===== src/logic/acc_pkg.sv =====
// Constants shared by the comparator control block and its per-unit module
package acc_pkg;

  localparam int          ACC_NUM          = 3;
  localparam int          ACC_ADDR_W       = 8;
  localparam int          ACC_DATA_W       = 32;
  localparam int          ACC_CTRL_W       = 8;

  // Register byte offsets
  localparam logic [7:0]  ACC_OFS_CTRL1    = 8'h00;
  localparam logic [7:0]  ACC_OFS_CTRL2    = 8'h04;
  localparam logic [7:0]  ACC_OFS_CTRL3    = 8'h08;
  localparam logic [7:0]  ACC_OFS_STATUS   = 8'h0C;
  localparam logic [7:0]  ACC_OFS_FLAG     = 8'h10;
  localparam logic [7:0]  ACC_OFS_MASK     = 8'h14;

  // Control register field positions
  localparam int          ACC_BIT_ENABLE   = 7;
  localparam int          ACC_BIT_PIN_EN   = 6;
  localparam int          ACC_BIT_INVERT   = 5;
  localparam int          ACC_BIT_EVT_HI   = 4;
  localparam int          ACC_BIT_EVT_LO   = 3;
  localparam int          ACC_BIT_NONINV   = 2;
  localparam int          ACC_BIT_CH_HI    = 1;
  localparam int          ACC_BIT_CH_LO    = 0;

  // Reset values
  localparam logic [7:0]  ACC_CTRL_RST     = 8'h1F;
  localparam logic [2:0]  ACC_FLAG_RST     = 3'h0;
  localparam logic [2:0]  ACC_MASK_RST     = 3'h0;

  // Event edge select codes
  localparam logic [1:0]  ACC_EVT_NONE     = 2'h0;
  localparam logic [1:0]  ACC_EVT_RISE     = 2'h1;
  localparam logic [1:0]  ACC_EVT_FALL     = 2'h2;
  localparam logic [1:0]  ACC_EVT_ANY      = 2'h3;

  // Inverting channel select codes
  localparam logic [1:0]  ACC_CH_DEFAULT   = 2'h0;
  localparam logic [1:0]  ACC_CH_OWN_C     = 2'h1;
  localparam logic [1:0]  ACC_CH_SHARED_B  = 2'h2;
  localparam logic [1:0]  ACC_CH_BANDGAP   = 2'h3;

  // One-hot inverting source lines toward the analog mux
  localparam int          ACC_SRC_W        = 4;
  localparam int          ACC_SRC_OWN_C    = 0;
  localparam int          ACC_SRC_SHARED_B = 1;
  localparam int          ACC_SRC_D        = 2;
  localparam int          ACC_SRC_BANDGAP  = 3;
  localparam int          ACC_D_UNIT       = 1;

  // Bus responses
  localparam logic [1:0]  ACC_RESP_OKAY    = 2'h0;
  localparam logic [1:0]  ACC_RESP_SLVERR  = 2'h2;

endpackage : acc_pkg


===== src/logic/acc_unit_if.sv =====
// Signals between the control block and one comparator unit
`timescale 1ns/1ns
`default_nettype none

interface acc_unit_if;
  import acc_pkg::*;

  logic [ACC_CTRL_W-1:0] ctrl;
  logic                  raw;
  logic                  result;
  logic                  evt;
  logic                  pin;
  logic                  pin_oe;
  logic [ACC_SRC_W-1:0]  inv_sel;

  modport unit (
    input  ctrl,
    input  raw,
    output result,
    output evt,
    output pin,
    output pin_oe,
    output inv_sel
  );

  modport ctl (
    output ctrl,
    output raw,
    input  result,
    input  evt,
    input  pin,
    input  pin_oe,
    input  inv_sel
  );

endinterface : acc_unit_if

`default_nettype wire


===== src/logic/acc_unit.sv =====
// One comparator: result sync, polarity, edge events, pin and input routing
`timescale 1ns/1ns
`default_nettype none

module acc_unit
  import acc_pkg::*;
#(
  parameter int UNIT_IDX = 0
)
(
  input wire logic clk,
  input wire logic rst,
  acc_unit_if.unit port
);

  logic       sync1;
  logic       sync2;
  logic       sync3;
  logic       stable;
  logic       next_result;
  logic [1:0] evt_sel;

  assign evt_sel = port.ctrl[ACC_BIT_EVT_HI:ACC_BIT_EVT_LO];

  always_ff @(posedge clk)
  begin
    if (rst)
    begin
      sync1 <= 1'b0;
      sync2 <= 1'b0;
      sync3 <= 1'b0;
    end
    else
    begin
      sync1 <= port.raw;
      sync2 <= sync1;
      sync3 <= sync2;
    end
  end

  // A change counts only once two later stages agree
  always_ff @(posedge clk)
  begin
    if (rst)
      stable <= 1'b0;
    else if (sync2 == sync3)
      stable <= sync3;
  end

  // Disabled comparator reads low whatever the polarity
  always_comb
  begin
    next_result = port.ctrl[ACC_BIT_ENABLE] & (stable ^ port.ctrl[ACC_BIT_INVERT]);
  end

  always_ff @(posedge clk)
  begin
    if (rst)
    begin
      port.result <= 1'b0;
      port.evt    <= 1'b0;
    end
    else
    begin
      port.result <= next_result;
      case (evt_sel)
        ACC_EVT_ANY:  port.evt <= next_result ^ port.result;
        ACC_EVT_RISE: port.evt <= next_result & ~port.result;
        ACC_EVT_FALL: port.evt <= ~next_result & port.result;
        default:      port.evt <= 1'b0;
      endcase
    end
  end

  always_ff @(posedge clk)
  begin
    if (rst)
    begin
      port.pin    <= 1'b0;
      port.pin_oe <= 1'b0;
    end
    else
    begin
      port.pin    <= next_result & port.ctrl[ACC_BIT_PIN_EN];
      port.pin_oe <= port.ctrl[ACC_BIT_PIN_EN];
    end
  end

  always_ff @(posedge clk)
  begin
    if (rst)
      port.inv_sel <= '0;
    else
    begin
      port.inv_sel <= '0;
      case (port.ctrl[ACC_BIT_CH_HI:ACC_BIT_CH_LO])
        ACC_CH_BANDGAP:  port.inv_sel[ACC_SRC_BANDGAP]  <= 1'b1;
        ACC_CH_SHARED_B: port.inv_sel[ACC_SRC_SHARED_B] <= 1'b1;
        ACC_CH_OWN_C:    port.inv_sel[ACC_SRC_OWN_C]    <= 1'b1;
        default:
        begin
          if (UNIT_IDX == ACC_D_UNIT)
            port.inv_sel[ACC_SRC_D] <= 1'b1;
          else
            port.inv_sel[ACC_SRC_SHARED_B] <= 1'b1;
        end
      endcase
    end
  end

endmodule : acc_unit

`default_nettype wire


===== src/logic/acc_top.sv =====
// Three-comparator control block with AXI4-Lite register access
`timescale 1ns/1ns
`default_nettype none

module acc_top
  import acc_pkg::*;
(
  input  wire logic                    CLK,
  input  wire logic                    RST,
  // AXI4-Lite write address
  input  wire logic [ACC_ADDR_W-1:0]   AWADDR,
  input  wire logic [2:0]              AWPROT,
  input  wire logic                    AWVALID,
  output var  logic                    AWREADY,
  // AXI4-Lite write data
  input  wire logic [ACC_DATA_W-1:0]   WDATA,
  input  wire logic [3:0]              WSTRB,
  input  wire logic                    WVALID,
  output var  logic                    WREADY,
  // AXI4-Lite write response
  output var  logic [1:0]              BRESP,
  output var  logic                    BVALID,
  input  wire logic                    BREADY,
  // AXI4-Lite read address
  input  wire logic [ACC_ADDR_W-1:0]   ARADDR,
  input  wire logic [2:0]              ARPROT,
  input  wire logic                    ARVALID,
  output var  logic                    ARREADY,
  // AXI4-Lite read data
  output var  logic [ACC_DATA_W-1:0]   RDATA,
  output var  logic [1:0]              RRESP,
  output var  logic                    RVALID,
  input  wire logic                    RREADY,
  // Analog comparator cores
  input  wire logic [ACC_NUM-1:0]      COMPARATOR_RAW,
  output var  logic [ACC_NUM-1:0]      COMPARATOR_ENABLE,
  output var  logic [ACC_NUM-1:0]      NONINVERTING_SOURCE_SELECT,
  output var  logic [ACC_NUM*ACC_SRC_W-1:0] INVERTING_SOURCE_ONEHOT,
  // Remappable result pins
  output var  logic [ACC_NUM-1:0]      RESULT_OUTPUT_PIN,
  output var  logic [ACC_NUM-1:0]      RESULT_OUTPUT_PIN_OE,
  // Interrupt request
  output var  logic                    IRQ
);

  logic [ACC_CTRL_W-1:0] comparator_control [ACC_NUM];
  logic [ACC_NUM-1:0]    comparator_event_flag;
  logic [ACC_NUM-1:0]    event_mask;
  logic [ACC_NUM-1:0]    comparator_result_bits;
  logic [ACC_NUM-1:0]    unit_event;

  // Write channel state
  logic                  aw_full;
  logic                  w_full;
  logic [ACC_ADDR_W-1:0] aw_addr;
  logic [ACC_DATA_W-1:0] w_data;
  logic [3:0]            w_strb;
  logic                  aw_hit;
  logic                  w_hit;
  logic                  wr_fire;
  logic                  wr_lane0;
  logic [ACC_ADDR_W-1:0] wr_word;
  logic                  wr_mapped;
  logic                  next_aw_full;
  logic                  next_w_full;
  logic                  next_bvalid;

  // Read channel state
  logic                  ar_hit;
  logic                  next_rvalid;
  logic [ACC_ADDR_W-1:0] rd_word;
  logic [ACC_DATA_W-1:0] rd_data;
  logic                  rd_mapped;

  // Flag update terms
  logic [ACC_NUM-1:0]    ctrl_wr;
  logic [ACC_NUM-1:0]    any_mode_set;
  logic [ACC_NUM-1:0]    next_flag;

  // Register strobes from the write decode
  logic                  flag_wr;
  logic                  mask_wr;

  acc_unit_if u_if [ACC_NUM] ();

  // One unit per comparator, each fed only by its own control register
  generate
    for (genvar i = 0; i < ACC_NUM; i++)
    begin : g_unit
      acc_unit #(
        .UNIT_IDX (i)
      ) u_unit (
        .clk  (CLK),
        .rst  (RST),
        .port (u_if[i].unit)
      );

      assign u_if[i].ctrl = comparator_control[i];
      assign u_if[i].raw  = COMPARATOR_RAW[i];

      assign comparator_result_bits[i] = u_if[i].result;
      assign unit_event[i]             = u_if[i].evt;

      assign RESULT_OUTPUT_PIN[i]    = u_if[i].pin;
      assign RESULT_OUTPUT_PIN_OE[i] = u_if[i].pin_oe;

      assign INVERTING_SOURCE_ONEHOT[i*ACC_SRC_W +: ACC_SRC_W] = u_if[i].inv_sel;

      assign COMPARATOR_ENABLE[i]          = comparator_control[i][ACC_BIT_ENABLE];
      assign NONINVERTING_SOURCE_SELECT[i] = comparator_control[i][ACC_BIT_NONINV];
    end
  endgenerate

  // Write handshake: address and data are caught in either order
  always_comb
  begin
    aw_hit  = AWVALID & AWREADY;
    w_hit   = WVALID & WREADY;
    // Commit waits until the previous response has been taken
    wr_fire = aw_full & w_full & ~BVALID;

    if (aw_hit)
      next_aw_full = 1'b1;
    else if (wr_fire)
      next_aw_full = 1'b0;
    else
      next_aw_full = aw_full;

    if (w_hit)
      next_w_full = 1'b1;
    else if (wr_fire)
      next_w_full = 1'b0;
    else
      next_w_full = w_full;

    if (wr_fire)
      next_bvalid = 1'b1;
    else if (BVALID & BREADY)
      next_bvalid = 1'b0;
    else
      next_bvalid = BVALID;
  end

  always_ff @(posedge CLK)
  begin
    if (RST)
    begin
      aw_full <= 1'b0;
      w_full  <= 1'b0;
      aw_addr <= '0;
      w_data  <= '0;
      w_strb  <= 4'h0;
      AWREADY <= 1'b0;
      WREADY  <= 1'b0;
      BVALID  <= 1'b0;
    end
    else
    begin
      aw_full <= next_aw_full;
      w_full  <= next_w_full;
      if (aw_hit)
        aw_addr <= AWADDR;
      if (w_hit)
      begin
        w_data <= WDATA;
        w_strb <= WSTRB;
      end
      // Ready drops while a half is held or a response is pending
      AWREADY <= ~next_aw_full & ~next_bvalid;
      WREADY  <= ~next_w_full & ~next_bvalid;
      BVALID  <= next_bvalid;
    end
  end

  // Write decode
  always_comb
  begin
    wr_word   = {aw_addr[ACC_ADDR_W-1:2], 2'b00};
    wr_lane0  = w_strb[0];
    ctrl_wr   = '0;
    flag_wr   = 1'b0;
    mask_wr   = 1'b0;
    wr_mapped = 1'b1;
    if (wr_word == ACC_OFS_CTRL1)
      ctrl_wr[0] = wr_fire & wr_lane0;
    else if (wr_word == ACC_OFS_CTRL2)
      ctrl_wr[1] = wr_fire & wr_lane0;
    else if (wr_word == ACC_OFS_CTRL3)
      ctrl_wr[2] = wr_fire & wr_lane0;
    // Status is read-only: the write is answered OKAY and dropped
    else if (wr_word == ACC_OFS_STATUS)
      wr_mapped = 1'b1;
    else if (wr_word == ACC_OFS_FLAG)
    begin
      wr_mapped = 1'b1;
      flag_wr   = wr_fire & wr_lane0;
    end
    else if (wr_word == ACC_OFS_MASK)
    begin
      wr_mapped = 1'b1;
      mask_wr   = wr_fire & wr_lane0;
    end
    else
      wr_mapped = 1'b0;
  end

  always_ff @(posedge CLK)
  begin
    if (RST)
      BRESP <= ACC_RESP_OKAY;
    else if (wr_fire)
      BRESP <= wr_mapped ? ACC_RESP_OKAY : ACC_RESP_SLVERR;
  end

  // Control registers, each written only through its own offset
  always_ff @(posedge CLK)
  begin
    if (RST)
    begin
      for (int k = 0; k < ACC_NUM; k++)
        comparator_control[k] <= ACC_CTRL_RST;
    end
    else
    begin
      for (int k = 0; k < ACC_NUM; k++)
        if (ctrl_wr[k])
          comparator_control[k] <= w_data[ACC_CTRL_W-1:0];
    end
  end

  always_ff @(posedge CLK)
  begin
    if (RST)
      event_mask <= ACC_MASK_RST;
    else if (mask_wr)
      event_mask <= w_data[ACC_NUM-1:0];
  end

  // Flags: software writes the value, hardware sets win over a clear
  always_comb
  begin
    next_flag = comparator_event_flag;
    if (flag_wr)
      next_flag = w_data[ACC_NUM-1:0];
    for (int k = 0; k < ACC_NUM; k++)
    begin
      any_mode_set[k] = ctrl_wr[k] &&
                        w_data[ACC_BIT_EVT_HI:ACC_BIT_EVT_LO] == ACC_EVT_ANY;
    end
    next_flag = next_flag | unit_event | any_mode_set;
  end

  always_ff @(posedge CLK)
  begin
    if (RST)
      comparator_event_flag <= ACC_FLAG_RST;
    else
      comparator_event_flag <= next_flag;
  end

  // The mask only gates the request line, never the flags
  always_ff @(posedge CLK)
  begin
    if (RST)
      IRQ <= 1'b0;
    else
      IRQ <= |(comparator_event_flag & event_mask);
  end

  // Read handshake: one read at a time, data registered with valid
  always_comb
  begin
    ar_hit = ARVALID & ARREADY;
    if (ar_hit)
      next_rvalid = 1'b1;
    else if (RVALID & RREADY)
      next_rvalid = 1'b0;
    else
      next_rvalid = RVALID;
  end

  // Read decode
  // Unmapped offsets read as zero with an error response
  always_comb
  begin
    rd_word   = {ARADDR[ACC_ADDR_W-1:2], 2'b00};
    rd_data   = '0;
    rd_mapped = 1'b1;
    if (rd_word == ACC_OFS_CTRL1)
      rd_data[ACC_CTRL_W-1:0] = comparator_control[0];
    else if (rd_word == ACC_OFS_CTRL2)
      rd_data[ACC_CTRL_W-1:0] = comparator_control[1];
    else if (rd_word == ACC_OFS_CTRL3)
      rd_data[ACC_CTRL_W-1:0] = comparator_control[2];
    else if (rd_word == ACC_OFS_STATUS)
      rd_data[ACC_NUM-1:0] = comparator_result_bits;
    else if (rd_word == ACC_OFS_FLAG)
      rd_data[ACC_NUM-1:0] = comparator_event_flag;
    else if (rd_word == ACC_OFS_MASK)
      rd_data[ACC_NUM-1:0] = event_mask;
    else
      rd_mapped = 1'b0;
  end

  always_ff @(posedge CLK)
  begin
    if (RST)
    begin
      ARREADY <= 1'b0;
      RVALID  <= 1'b0;
      RDATA   <= '0;
      RRESP   <= ACC_RESP_OKAY;
    end
    else
    begin
      ARREADY <= ~next_rvalid;
      RVALID  <= next_rvalid;
      if (ar_hit)
      begin
        RDATA <= rd_data;
        RRESP <= rd_mapped ? ACC_RESP_OKAY : ACC_RESP_SLVERR;
      end
    end
  end

endmodule : acc_top

`default_nettype wire


===== config.mk =====
export PLATFORM = sky130hd
export DESIGN_NAME = acc_top
export DESIGN_NICKNAME = d
export VERILOG_FILES = /design/src/logic/acc_pkg.sv /design/src/logic/acc_unit_if.sv /design/src/logic/acc_unit.sv /design/src/logic/acc_top.sv
export SDC_FILE = /design/constraint.sdc
export NUM_CORES = 1
export LEC_CHECK = 0
export ABC_CLOCK_PERIOD_IN_PS = 1600
export BUFFER_PORTS_ARGS = -buffer_cell sky130_fd_sc_hd__buf_2
export CORE_UTILIZATION = 45
export DETAILED_ROUTE_END_ITERATION = 10
export GPL_TIMING_DRIVEN = 1
export PLACE_DENSITY = 0.85
export SYNTH_ARGS = -nofsm -noshare
export SYNTH_HDL_FRONTEND = slang
export SYNTH_HIERARCHICAL = 1
export SYNTH_SLANG_ARGS = --single-unit
export TNS_END_PERCENT = 30

===== constraint.sdc =====
create_clock -name CLK -period 1.6 [get_ports CLK]
set_input_delay 0.16 -clock CLK [delete_from_list [all_inputs] [get_ports CLK]]
set_output_delay 0.16 -clock CLK [all_outputs]
set_load 0.05 [all_outputs]

* Word level (Yosys, flattened, before mapping)
Memory sizes are Yosys's and may differ from the RTL's. Cells that the tools add are included.
Word-level totals: bits in registers 79, RAM bits 24, input bits 68, output and inout port bits 66, logic and storage cells 203, memories kept 1
Memories:
- comparator_control | words 3, width 8, rd ports 3, clocked after memory_dff 0, wr ports 3, RTL line acc_top.sv:46 | logic [ACC_CTRL_W-1:0] comparator_control [ACC_NUM];
Cells by class: equal/unequal tests 30, mux-type cells 73, bitwise operators 45, reductions and logical operators 9
Operators by type and width (number):
- $mux W1 | 56
- $mux W8 | 5
- $eq A6 B2 Y1 const B | 4
- $eq A6 B3 Y1 const B | 4
- $and A1 B1 Y1 | 22
- $eq A2 B2 Y1 const B | 11
- $mux W3 | 5
- $eq A2 B1 Y1 const B | 6
- $eq A6 B1 Y1 const B | 2
- $logic_not A6 Y1 | 2
- $not A1 Y1 | 11
- $pmux W1 S3 | 3
- $mux W2 | 3
- $or A3 B3 Y3 | 2
- $reduce_or A3 Y1 | 2
- $xor A1 B1 Y1 | 6
- $mux W5 | 1
- $reduce_or A2 Y1 | 2
- $and A3 B3 Y3 | 1
- $eq A1 B1 Y1 | 3
- $logic_and A1 B1 Y1 | 3
- $or A1 B1 Y1 | 3

* Logic depth before layout (Yosys ltp)
word-level depth 11, gate-level depth with buffers 6, gate-level depth less buffers 5

* Hierarchy
Netlist, hierarchy kept.
By module, submodules not included:
- acc_top | instances 1, cells each 284, area each 2874.0 sq um, sequential area each 1501.4 sq um
- acc_unit at g_unit[0].u_unit ... | instances 2, cells each 36, area each 387.9 sq um, sequential area each 220.2 sq um
- acc_unit at g_unit[1].u_unit | instances 1, cells each 36, area each 402.9 sq um, sequential area each 240.2 sq um

* Least setup slack after synthesis
OpenSTA, ideal clock, no wires.
path kind register to register, from register BVALID, to memory comparator_control[0][0] (enable), setup time 0.326 ns, data arrival time 1.444 ns, data required time 1.274 ns, setup slack -0.170 ns, cell stages (with the launch flop) 4, buffers on the path 0, period minus slack after synthesis 1.770 ns, cell sequence dfxtp_1 -> and4b_1 -> nor3b_4 -> a21o_1
RTL lines:
- from (decl) | RTL line acc_top.sv:22 | output var logic BVALID,
- from (signal assigned) | RTL line acc_top.sv:171 | BVALID <= next_bvalid;
- to (decl) | RTL line acc_top.sv:46

==> out/results.tsv <==
stage	metric	value	unit
drt	drtPass1Iterations	4	
timing	min_period	1.64	ns
floorplan	die-area	9390	µm²
yosys	synth_ff_type	dfxtp_1	
yosys	yosys.area_share.simple	0.192	
final_layout	post-route-util	0.532	
yosys	syn-cell-area	4050	µm²
yosys	ys_warn_count	6	
run	cap_viol_max_count	0	
clock_network	cts_buffer_depth	2	
yosys	synthCells	392	
timing	slew_violations	0	
worst_setup_path	slowest_stage	or3_4	
final_layout	areaGrowthSynthToFinish	14.6	%
drt	routed_wl	7710	µm
final_layout	final_cells	570	
yosys	synth_cell_types	44	
floorplan	fp.dieH	96.9	µm
placed_design	place.gp.congestion	0.800	
power	peakVddDrop	0.423	mV
worst_setup_path	crit_family	simple AND/OR/NAND/NOR gates	
clock_network	cts_hold_buf	0	
yosys	synthAdderAreaFrac	0.0185	
power	power_density	991	nW/µm²
clock_network	ctsHtreeMaxLevel	3	
clock_network	clk_latency	0.36	ns
worst_setup_path	cp_data_arrival_time	1.70	ns
yosys	synth_top_family_by_area	simple AND/OR/NAND/NOR gates	
power	seq_power_share	0.571	
drt	detail-route-antenna-nets	0	
global_route	grt_pass1_vias	2729	
drt	drc	0	
yosys	avgSynthCellArea	10.3	µm²
drt	wl_met3	337	µm
drt	wl_met2	3670	µm
final_layout	fin_nets	531	
drt	wire_per_inst	13.5	µm
final_layout	drive_above_1_share	0.260	
clock_network	numCtsBuffers	9	
yosys	synth_most_common_cell	dfxtp_1	
yosys	synth_mux_area_frac	0.0420	
final_layout	n_fill_cell	745	
yosys	async_flop_share	0	
status	status	finished, violations left	
yosys	synth_common_cells	dfxtp_1 (73), buf_4 (41), nand2_1 (38)	
global_route	antenna_found_initial	0	
global_route	grtUsageTotal	0.171	
placed_design	dp_cells	553	
power	swShare	0.276	
final_layout	multiInputGateArea	1660	µm²
timing	hold_viol_final	0	
timing	fin_worst_skew	0.0109	ns
floorplan	core	8720	µm²
timing	final.setup.worst_slack	-0.0352	ns
hold_path	hp-class	input port to flip-flop	
clock_network	tritoncts	yes	
power	p_clk_frac	0.303	
drt	routed_via_density	4.98	
drt	num_vias	2836	
clock_network	path_clk_slew	0.08	ns
timing	fmax	612	MHz
worst_setup_path	cp-end-kind	flip-flop	
worst_setup_path	cp.required	1.67	ns
clock_network	clockRootBuffer	clkbuf_8	
timing	rsz0062_at_grt	true	
worst_setup_path	cp_num_buf_inv	1	
floorplan	die_w	96.9	µm
final_layout	n_antenna_cell	0	
drt	first_iter_violations	90	
yosys	synth_edf_count	24	
power	leakage	1.93	nW
worst_setup_path	crit_path_max_fanout	8	
floorplan	num_rows	34	
worst_setup_path	path_class	flip-flop to flip-flop	
yosys	synth_compound_area_frac	0.106	
worst_setup_path	startpoint_type	flip-flop	
final_layout	regArea	2190	µm²
worst_setup_path	crit_path_max_incr_delay	0.40	ns
worst_setup_path	worstPathCellList	or3_4 > nor3b_4 > buf_6 > a21o_4	
drt	wl_met1	3610	µm
yosys	yosysSeqAreaShare	0.538	
clock_network	clock-sinks	97	
power	p_int	0.00333	W
yosys	ys_ff_latch	97	
yosys	synth_area_leader_cell	dfxtp_1	
yosys	synth_area_leaders	dfxtp_1 (36%), edfxtp_1 (18%), buf_4 (7.6%)	
status	violations	negative setup slack	
placed_design	hpwl	5740	µm
floorplan	ios	134	
floorplan	start_util	0.465	
power	p_sw	0.00127	W
power	combPwrFrac	0.126	
placed_design	io_buffer_count	68	
global_route	grt_pass1_wl	12900	µm
global_route	grt_max_degree	43	
yosys	synth-xor-area-share	0.00648	
yosys	synth_top_area_share	0.361	
timing	final-setup-viol-count	31	
timing	finalSetupTns	-0.698	ns
timing	fin_crit_sh	1.02	
drt	highest_layer	met4	
global_route	grt.overflow.total	0	
==> cell type report <==
cell class              count  area share
flip-flops and latches     97       0.471
multi-input cells         261       0.357
repair buffers             83       0.101
clock buffers              11      0.0305
well taps                 108      0.0291
clock inverters             5     0.00674
inverters                   5     0.00404
==> cell families after synthesis <==
kind of cell | after synthesis
flip-flops | 97
multiplexers | 17
AO/OA/AOI/OAI | 68
AND/OR/NAND/NOR | 139
other | 3
adder cells (fa/ha/maj) | 6
buffers and inverters | 59
XOR/XNOR | 3
==> power groups by stage <==
stage | registers [W] | clock network [W] | logic (W)
2_1_floorplan | 0.00275 | 0 | 0.000426
3_3_place_gp | 0.00268 | 0 | 0.000565
3_5_place_dp | 0.00268 | 0 | 0.000575
4_1_cts | 0.00263 | 0.00143 | 0.000579
5_1_grt | 0.00264 | 0.00153 | 0.000622
6_report | 0.00263 | 0.00139 | 0.000580
==> repair_timing <==
item | 4_1_cts | 5_1_grt
gates resized for setup | 6 | 4
endpoints found under the hold margin | 0 | 0
buffers inserted | 1 | 0
setup endpoints to repair | 40 | 42
pin swaps | 4 | 2
==> stage by stage <==
| stage | hold WS (ns) | instance area (µm²) | total power [W] | setup slack (ns) |
|---|---|---|---|---|
| floorplan | 0.239 | 4180 | 0.00318 | 0.00880 |
| global placement | 0.374 | 4410 | 0.00324 | -0.0240 |
| detailed placement | 0.379 | 4410 | 0.00326 | -0.0286 |
| CTS | 0.00456 | 4620 | 0.00463 | -0.0538 |
| global route | 0.00192 | 4640 | 0.00479 | -0.0625 |
| finish | 0.0154 | 4640 | 0.00460 | -0.0352 |
==> layer usage <==
metal / GRT usage / up-vias
met3: 0.0491 / 10
met4: 0.0528 / 0
met5: 0 / -
met1: 0.216 / 1309
met2: 0.283 / 80
li1: - / 1437
==> worst paths after layout <==
| kind | from | end | slack, ns | cells after the start |
|---|---|---|---|---|
| worst max-delay path | aw_addr[5] | comparator_control[0][20] | -0.04 | 4 |
| worst min-delay path | COMPARATOR_RAW[2] | g_unit[2].u_unit/sync1 | 0.02 | 2 |
| worst max register to register | aw_addr[5] | comparator_control[0][20] | -0.04 | 4 |
| worst min register to register | g_unit[1].u_unit/sync1 | g_unit[1].u_unit/sync2 | 0.44 | 1 |
==> flip-flops by register name, summed over array words and instances, names as in the netlist, 3 cells and up <==
name / flops
comparator_control: 24
g_unit.u_unit/port.inv_sel: 10
RDATA: 8
w_data: 8
aw_addr: 6
comparator_event_flag: 3
event_mask: 3
g_unit.u_unit/port.evt: 3
g_unit.u_unit/port.pin: 3
g_unit.u_unit/port.pin_oe: 3
g_unit.u_unit/port.result: 3
g_unit.u_unit/stable: 3
g_unit.u_unit/sync1: 3
g_unit.u_unit/sync2: 3
g_unit.u_unit/sync3: 3
==> layout by cell type (no fill, tap or decap), drive strengths merged, types with 5 or more instances in the layout <==
master   netlist  final
a211oi         7      7
a21oi         30     30
a2bb2oi        5      5
a31oi          6      6
and2           7      7
and3           6      6
and3b          6      6
buf           43     83
clkbuf        11     11
conb           3     28
dfxtp         73     73
edfxtp        24     24
ha             6      6
inv            5      5
mux2i         17     17
nand2         38     38
nand2b        15     15
nand3          6      6
nor2          17     17
nor2b         20     20
nor3           9      9
nor3b          5      5
o21ai          5      5
or3            6      6
Note: power is estimated with default switching activity, not from simulation.
